[src/core/odc_pkg.sv]
// Shared constants for the output divider and channel 2 control register bank
package odc_pkg;
    // Register indices; each register sits in one aligned 32-bit word
    localparam logic [7:0] IDX_CH01_DIV = 8'h21;
    localparam logic [7:0] IDX_CH2_CTL = 8'h22;
    localparam int unsigned ADDR_W = 12;
    localparam logic [ADDR_W-1:0] ADDR_CH01_DIV = ADDR_W'(IDX_CH01_DIV * 4);
    localparam logic [ADDR_W-1:0] ADDR_CH2_CTL = ADDR_W'(IDX_CH2_CTL * 4);

    // Reset values
    localparam logic [7:0] CH01_DIV_RST = 8'h01;
    localparam logic SRC_RST = 1'b1;
    localparam logic [1:0] FMT_RST = 2'h1;
    localparam logic [1:0] SETA_RST = 2'h2;
    localparam logic [1:0] SETB_RST = 2'h0;

    // Field positions in the channel 2 control byte
    localparam int unsigned SRC_BIT = 7;
    localparam int unsigned FMT_LO = 5;
    localparam int unsigned SETA_LO = 3;
    localparam int unsigned SETB_LO = 1;
    localparam int unsigned RSVD_BIT = 0;

    // Driver format codes
    localparam logic [1:0] FMT_DISABLED = 2'h0;
    localparam logic [1:0] FMT_AC_DIFF = 2'h1;
    localparam logic [1:0] FMT_HCSL = 2'h2;
    localparam logic [1:0] FMT_LVCMOS = 2'h3;

    // Setting codes shared by the tail, load and single-ended pin fields
    localparam logic [1:0] SET_0 = 2'h0;
    localparam logic [1:0] SET_1 = 2'h1;
    localparam logic [1:0] SET_2 = 2'h2;
    localparam logic [1:0] SET_3 = 2'h3;

    // Tail currents in mA
    localparam logic [4:0] TAIL_MA_0 = 5'h04;
    localparam logic [4:0] TAIL_MA_1 = 5'h06;
    localparam logic [4:0] TAIL_MA_2 = 5'h08;
    localparam logic [4:0] TAIL_MA_3_HCSL = 5'h10;
    localparam logic [4:0] TAIL_MA_3_OTHER = 5'h08;
    localparam logic [4:0] TAIL_MA_OFF = 5'h00;

    // Load resistance in ohms, zero with the high impedance flag
    localparam logic [7:0] LOAD_OHM_1 = 8'h32;
    localparam logic [7:0] LOAD_OHM_2 = 8'h64;
    localparam logic [7:0] LOAD_OHM_3 = 8'hc8;
    localparam logic [7:0] LOAD_OHM_NONE = 8'h00;
endpackage

[src/core/odc_clk_div.sv]
// Programmable divider producing one enable pulse every ratio_m1+1 cycles
`timescale 1ns/1ps
module odc_clk_div
    import odc_pkg::*;
#(
    parameter int unsigned W = 8
) (
    input wire logic pclk,
    input wire logic presetn,
    input wire logic [W-1:0] ratio_m1,
    output logic tick
);
    logic [W-1:0] cnt;

    // Wrap also when the ratio shrinks below the running count
    always_ff @(posedge pclk or negedge presetn) begin
        if (!presetn) begin
            cnt <= '0;
        end else if (cnt >= ratio_m1) begin
            cnt <= '0;
        end else begin
            cnt <= cnt + W'(1);
        end
    end

    always_ff @(posedge pclk or negedge presetn) begin
        if (!presetn) begin
            tick <= 1'b0;
        end else begin
            tick <= (cnt >= ratio_m1);
        end
    end
endmodule

[src/core/odc_regs.sv]
// APB register bank for the channel 0/1 divider and the channel 2 driver control
`timescale 1ns/1ps
module odc_regs
    import odc_pkg::*;
#(
    parameter int unsigned DIV_W = 8
) (
    input wire logic pclk,
    input wire logic presetn,
    input wire logic psel,
    input wire logic penable,
    input wire logic pwrite,
    input wire logic [ADDR_W-1:0] paddr,
    input wire logic [31:0] pwdata,
    input wire logic [3:0] pstrb,
    output logic [31:0] prdata,
    output logic pready,
    output logic pslverr,
    output logic [DIV_W:0] ch01_div_ratio,
    output logic ch01_div_tick,
    output logic ch23_source_select,
    output logic [1:0] ch2_format,
    output logic [4:0] ch2_tail_ma,
    output logic ch2_load_hiz,
    output logic [7:0] ch2_load_ohm,
    output logic ch2_true_drive,
    output logic ch2_true_active,
    output logic ch2_true_invert,
    output logic ch2_comp_drive,
    output logic ch2_comp_active,
    output logic ch2_comp_invert
);
    logic [DIV_W-1:0] ch01_div;
    logic src_sel;
    logic [1:0] fmt;
    logic [1:0] ch2_driver_setting_a;
    logic [1:0] ch2_driver_setting_b;
    logic hit_div;
    logic hit_ctl;
    logic setup_rd;
    logic wr_div;
    logic wr_ctl;
    logic [7:0] ctl_byte;
    logic is_diff;

    ////////////////////////////////////////////////////////////////////////////
    // APB decode: zero wait states, error on unmapped words

    assign hit_div = (paddr == ADDR_CH01_DIV);
    assign hit_ctl = (paddr == ADDR_CH2_CTL);
    assign pready = 1'b1;
    assign pslverr = psel && penable && !(hit_div || hit_ctl);
    assign setup_rd = psel && !penable && !pwrite;
    assign wr_div = psel && penable && pwrite && hit_div && pstrb[0];
    assign wr_ctl = psel && penable && pwrite && hit_ctl && pstrb[0];
    assign ctl_byte = {src_sel, fmt, ch2_driver_setting_a, ch2_driver_setting_b, 1'b0};

    // Read data is latched in the setup cycle so the access phase sees a flop
    always_ff @(posedge pclk or negedge presetn) begin
        if (!presetn) begin
            prdata <= 32'h0000_0000;
        end else if (setup_rd) begin
            if (hit_div) begin
                prdata <= 32'(ch01_div);
            end else if (hit_ctl) begin
                prdata <= 32'(ctl_byte);
            end else begin
                prdata <= 32'h0000_0000;
            end
        end
    end

    ////////////////////////////////////////////////////////////////////////////
    // Registers

    always_ff @(posedge pclk or negedge presetn) begin
        if (!presetn) begin
            ch01_div <= CH01_DIV_RST;
        end else if (wr_div) begin
            ch01_div <= pwdata[DIV_W-1:0];
        end
    end

    // Bit 0 of the write data is dropped; the reserved bit has no storage
    always_ff @(posedge pclk or negedge presetn) begin
        if (!presetn) begin
            src_sel <= SRC_RST;
            fmt <= FMT_RST;
            ch2_driver_setting_a <= SETA_RST;
            ch2_driver_setting_b <= SETB_RST;
        end else if (wr_ctl) begin
            src_sel <= pwdata[SRC_BIT];
            fmt <= pwdata[FMT_LO +: 2];
            ch2_driver_setting_a <= pwdata[SETA_LO +: 2];
            ch2_driver_setting_b <= pwdata[SETB_LO +: 2];
        end
    end

    ////////////////////////////////////////////////////////////////////////////
    // Channel 0/1 divider

    always_ff @(posedge pclk or negedge presetn) begin
        if (!presetn) begin
            ch01_div_ratio <= (DIV_W+1)'(CH01_DIV_RST) + (DIV_W+1)'(1);
        end else begin
            ch01_div_ratio <= (DIV_W+1)'(ch01_div) + (DIV_W+1)'(1);
        end
    end

    // The divider stands in for the output stage; pclk plays the source clock
    odc_clk_div #(
        .W(DIV_W)
    ) odc_clk_div_i (
        .pclk(pclk),
        .presetn(presetn),
        .ratio_m1(ch01_div),
        .tick(ch01_div_tick)
    );

    ////////////////////////////////////////////////////////////////////////////
    // Channel 2 driver decode

    assign is_diff = (fmt == FMT_AC_DIFF) || (fmt == FMT_HCSL);

    always_ff @(posedge pclk or negedge presetn) begin
        if (!presetn) begin
            ch23_source_select <= SRC_RST;
            ch2_format <= FMT_RST;
        end else begin
            ch23_source_select <= src_sel;
            ch2_format <= fmt;
        end
    end

    // Tail current only means something in a differential format
    always_ff @(posedge pclk or negedge presetn) begin
        if (!presetn) begin
            ch2_tail_ma <= TAIL_MA_2;
        end else if (!is_diff) begin
            ch2_tail_ma <= TAIL_MA_OFF;
        end else begin
            case (ch2_driver_setting_a)
                SET_0: ch2_tail_ma <= TAIL_MA_0;
                SET_1: ch2_tail_ma <= TAIL_MA_1;
                SET_2: ch2_tail_ma <= TAIL_MA_2;
                default: ch2_tail_ma <= (fmt == FMT_HCSL) ? TAIL_MA_3_HCSL : TAIL_MA_3_OTHER;
            endcase
        end
    end

    // Outside HCSL the load is left open
    always_ff @(posedge pclk or negedge presetn) begin
        if (!presetn) begin
            ch2_load_hiz <= 1'b1;
            ch2_load_ohm <= LOAD_OHM_NONE;
        end else if (fmt != FMT_HCSL || ch2_driver_setting_b == SET_0) begin
            ch2_load_hiz <= 1'b1;
            ch2_load_ohm <= LOAD_OHM_NONE;
        end else begin
            ch2_load_hiz <= 1'b0;
            case (ch2_driver_setting_b)
                SET_1: ch2_load_ohm <= LOAD_OHM_1;
                SET_2: ch2_load_ohm <= LOAD_OHM_2;
                default: ch2_load_ohm <= LOAD_OHM_3;
            endcase
        end
    end

    // Single-ended pins: drive when not hi-z, active for codes 2 and 3
    always_ff @(posedge pclk or negedge presetn) begin
        if (!presetn) begin
            ch2_true_drive <= 1'b0;
            ch2_true_active <= 1'b0;
            ch2_true_invert <= 1'b0;
        end else begin
            ch2_true_drive <= (fmt == FMT_LVCMOS) && (ch2_driver_setting_a != SET_0);
            ch2_true_active <= (fmt == FMT_LVCMOS) && ch2_driver_setting_a[1];
            ch2_true_invert <= (fmt == FMT_LVCMOS) && (ch2_driver_setting_a == SET_2);
        end
    end

    always_ff @(posedge pclk or negedge presetn) begin
        if (!presetn) begin
            ch2_comp_drive <= 1'b0;
            ch2_comp_active <= 1'b0;
            ch2_comp_invert <= 1'b0;
        end else begin
            ch2_comp_drive <= (fmt == FMT_LVCMOS) && (ch2_driver_setting_b != SET_0);
            ch2_comp_active <= (fmt == FMT_LVCMOS) && ch2_driver_setting_b[1];
            ch2_comp_invert <= (fmt == FMT_LVCMOS) && (ch2_driver_setting_b == SET_2);
        end
    end

    logic div_written;
    logic div_changed;
    logic [DIV_W:0] since_tick;

    always_ff @(posedge pclk or negedge presetn) begin
        if (!presetn) begin
            div_written <= 1'b0;
            div_changed <= 1'b1;
            since_tick <= '0;
        end else begin
            div_written <= div_written || wr_div;
            div_changed <= wr_div || (div_changed && !ch01_div_tick);
            since_tick <= ch01_div_tick ? '0 : since_tick + (DIV_W+1)'(1);
        end
    end
endmodule

[config.mk]
export PLATFORM = sky130hd
export DESIGN_NAME = odc_regs
export DESIGN_NICKNAME = d
export VERILOG_FILES = /design/src/core/odc_pkg.sv /design/src/core/odc_clk_div.sv /design/src/core/odc_regs.sv
export SDC_FILE = /design/constraint.sdc
export NUM_CORES = 1
export LEC_CHECK = 0
export ABC_AREA = 1
export BUFFER_PORTS_ARGS = -buffer_cell sky130_fd_sc_hd__buf_2
export CORE_UTILIZATION = 52
export DETAILED_ROUTE_END_ITERATION = 8
export PLACE_DENSITY = 0.85
export SLEW_MARGIN = 10
export SYNTH_ARGS = -nofsm -noshare
export SYNTH_HDL_FRONTEND = slang
export SYNTH_SLANG_ARGS = --single-unit
[constraint.sdc]
create_clock -name pclk -period 3.6 [get_ports pclk]
set_input_delay 0.36 -clock pclk [delete_from_list [all_inputs] [get_ports pclk]]
set_output_delay 0.36 -clock pclk [all_outputs]
set_load 0.1 [all_outputs]
==> run metrics <==
Max VDD drop 0.2500 mV; status completed; placed insts 461; Synthesis Warnings 0; nets 470; Die Wd between 70 and 80 microns; Post-Place Setup Slack 1.517 ns; Core Util, Final about 64%; Avg Cell Area, Syn 9.031 sq um; # fillers approximately 430; first-pass GRT wire length 9.459 mm; Arr. time, crit path ~1.7 ns; die height around 78 microns; Longest Clk Path Bufs 2; # port buffers 65; Max Clk Rate 478.0 MHz; Overflow after GRT 0; share of layout cells above drive strength 1 between 20% and 30%; commonest non-fill, non-tap cell in the layout nand2_1; Slew HR a little over half; Wirelength per Cell 12.09 microns; Clock Skews a little over 0.007 ns; maximum fanout along the worst path 11; Worst Path Required around 3.2 ns; Leakage around 0.002 uW; Cells after Synth between 300 and 400; pin count of the biggest net entering global routing 32; CTS root buffer clkbuf_8; Core Footprint ~0.0055 sq mm; count of pins over their slew limit 0; Final period util between 50% and 60%; Worst Setup SP paddr[5]; synth top area cells dfrtp_1 (43%), nand2_1 (11%), dfstp_2 (7.9%); Synth top area share a little over two fifths; Layout area overhead 17.84%; number of vias per cell approximately 4.8; DRC 0; top-level port count 120; final count of negative-setup-slack endpoints 0; row count 27; synthesized flop and latch total 60; worst skew pair latency about 0.34 ns; overall power roughly 1600 uW; Clock power frac 46.9%; setup ws final 1.508 ns; Top delay family on crit path simple AND/OR/NAND/NOR gates; GPL Wtd Cong 0.8465; Sw Ratio between 20% and 30%; CTS clock-pin slew for the worst setup and hold paths roughly 0.070 ns; hold buffers post-CTS 0; Worst Hold Class in2async; CP Class in2out; startpoint types input port; First-pass DRT Iterations 4; Comb pwr share around 11%; initial antenna violation count 0; Multi-input gate area 0.001195 sq mm; CTS tree done; crit-path cells buf_2, nor2_1, nand2_2, nor3_2, nor3_1, buf_2; DRT iter0 DRCs between 150 and 200; Critical path buffers and inverters 2; endpoint type of the worst setup path output pin; # resized after CTS 0; Final ANT Viol Nets 0; n_diodes 0; RSZ-0062 raised after global routing no; Pint 1187 uW; reg-to-reg startpoint ch01_div[5]$_DFFE_PN0P_; sequential-to-total area share from yosys stat ~51%; power per cell area ~460 mW/mm^2; DR vias between 2000 and 2500; Final Routed Wirelength ~5.8 mm; # clock sinks 60; critical path's largest stage delay between 0.5 and 0.6 ns; Flop pwr share between 40% and 50%; die area 0.006038 sq mm; area leader, netlist dfrtp_1; commonest non-fill, non-tap cells in the layout nand2_1 (85), buf_2 (65), dfrtp_1 (51); Layout Cells excl Fill about 480; vias in the first global route approximately 2100; Inserted Clock Buffers 9; slowest CP cell nor3_2; worst slew pin tran approximately 0.68 ns; synthesized cell area about 0.0030 sq mm; Crit path top cell by count buf_2; Final Hold Viols 0; Max Cap Viol 0; P_sw a little over 400 uW; Initial Util between 50% and 60%; TNS Setup 0 ns; FF/Latch Area ~0.0015 sq mm; gr usage total around 21%; post-DP HPWL around 4.1 mm; Cell variety after synth 22; Final min period around 2.1 ns; post-CTS setup buffer count 0; H-tree levels 3
## cells in the mapped netlist (all sizes together)
cell type	instances
a21oi	3
buf	32
conb	2
xnor2	2
dfstp	9
inv	35
ha	17
dfrtp	51
nand2	89
xor2	10
nor2	35
nand3b	1
nand3	36
nor3	8
## per-layer routing
layer / track usage, % / vias up / share of wire (%)
met5: 0 / - / 0
met2: 32.39 / 99 / 48
met4: 12.64 / 0 / 3.0
met3: 5.294 / 17 / 7.1
met1: 25.91 / 1046 / 42
li1: - / 1107 / -
## cell type report
type	instances	area share [%]
flip-flops and latches	60	43.07
multi-input cells	228	34.02
repair buffers	66	9.476
clock buffers	12	4.418
inverters	35	3.741
clock inverters	4	2.708
well taps	72	2.565
## power by group through the flow
stage	clock network (uW)	registers [uW]	logic [uW]
5_1_grt	795	675	182
4_1_cts	762	675	175
3_5_place_dp	0	687	175
3_3_place_gp	0	687	173
6_report	750	675	174
2_1_floorplan	0	689	163
## stage by stage
stage	hold WS [ns]	instance area, sq um
final	0.02577	3512
after global routing	0.06631	3512
after CTS	0.04209	3512
after detailed placement	0.3681	3262
after global placement	0.3677	3262
after floorplan	0.06441	3074
## logic make-up after synthesis
family / Yosys count / share of synthesized area, %
buf+inv: 67 / 12.30
simple gates: 169 / 25.52
flops: 60 / 50.76
compound gates: 3 / 0.5036
fa+ha+maj: 17 / 7.137
xor+xnor: 12 / 3.526
other cells: 2 / 0.2520
## registers in the layout (all words and copies together), names as in the netlist
| name | count |
|---|---|
| ch01_div | 8 |
| ch01_div_ratio | 9 |
| ch23_source_select | 1 |
| ch2_comp_active | 1 |
| ch2_comp_drive | 1 |
| ch2_comp_invert | 1 |
| ch2_driver_setting_a | 2 |
| ch2_driver_setting_b | 2 |
| ch2_format | 2 |
| ch2_load_hiz | 1 |
| ch2_load_ohm | 5 |
| ch2_tail_ma | 4 |
| ch2_true_active | 1 |
| ch2_true_drive | 1 |
| ch2_true_invert | 1 |
| fmt | 2 |
| odc_clk_div_i.cnt | 8 |
| odc_clk_div_i.tick | 1 |
| prdata | 8 |
| src_sel | 1 |
## path summary, 6_finish.rpt
check | endpoint | slack (ns) | cells past startpoint
setup reg to reg | odc_clk_div_i.cnt[3]$_DFF_PN0_ | 1.96 | 7
max in group asynchronous | src_sel$_DFFE_PN1P_ | 2.70 | 2
hold / removal | ch2_load_ohm[6]$_DFF_PN0_ | 0.03 | 1
hold reg to reg | ch23_source_select$_DFF_PN1_ | 0.38 | 0
setup / recovery | pslverr | 1.51 | 6
min in group pclk | ch01_div[0]$_DFFE_PN1P_ | 0.24 | 3
Power figures use the tool's default switching activity.
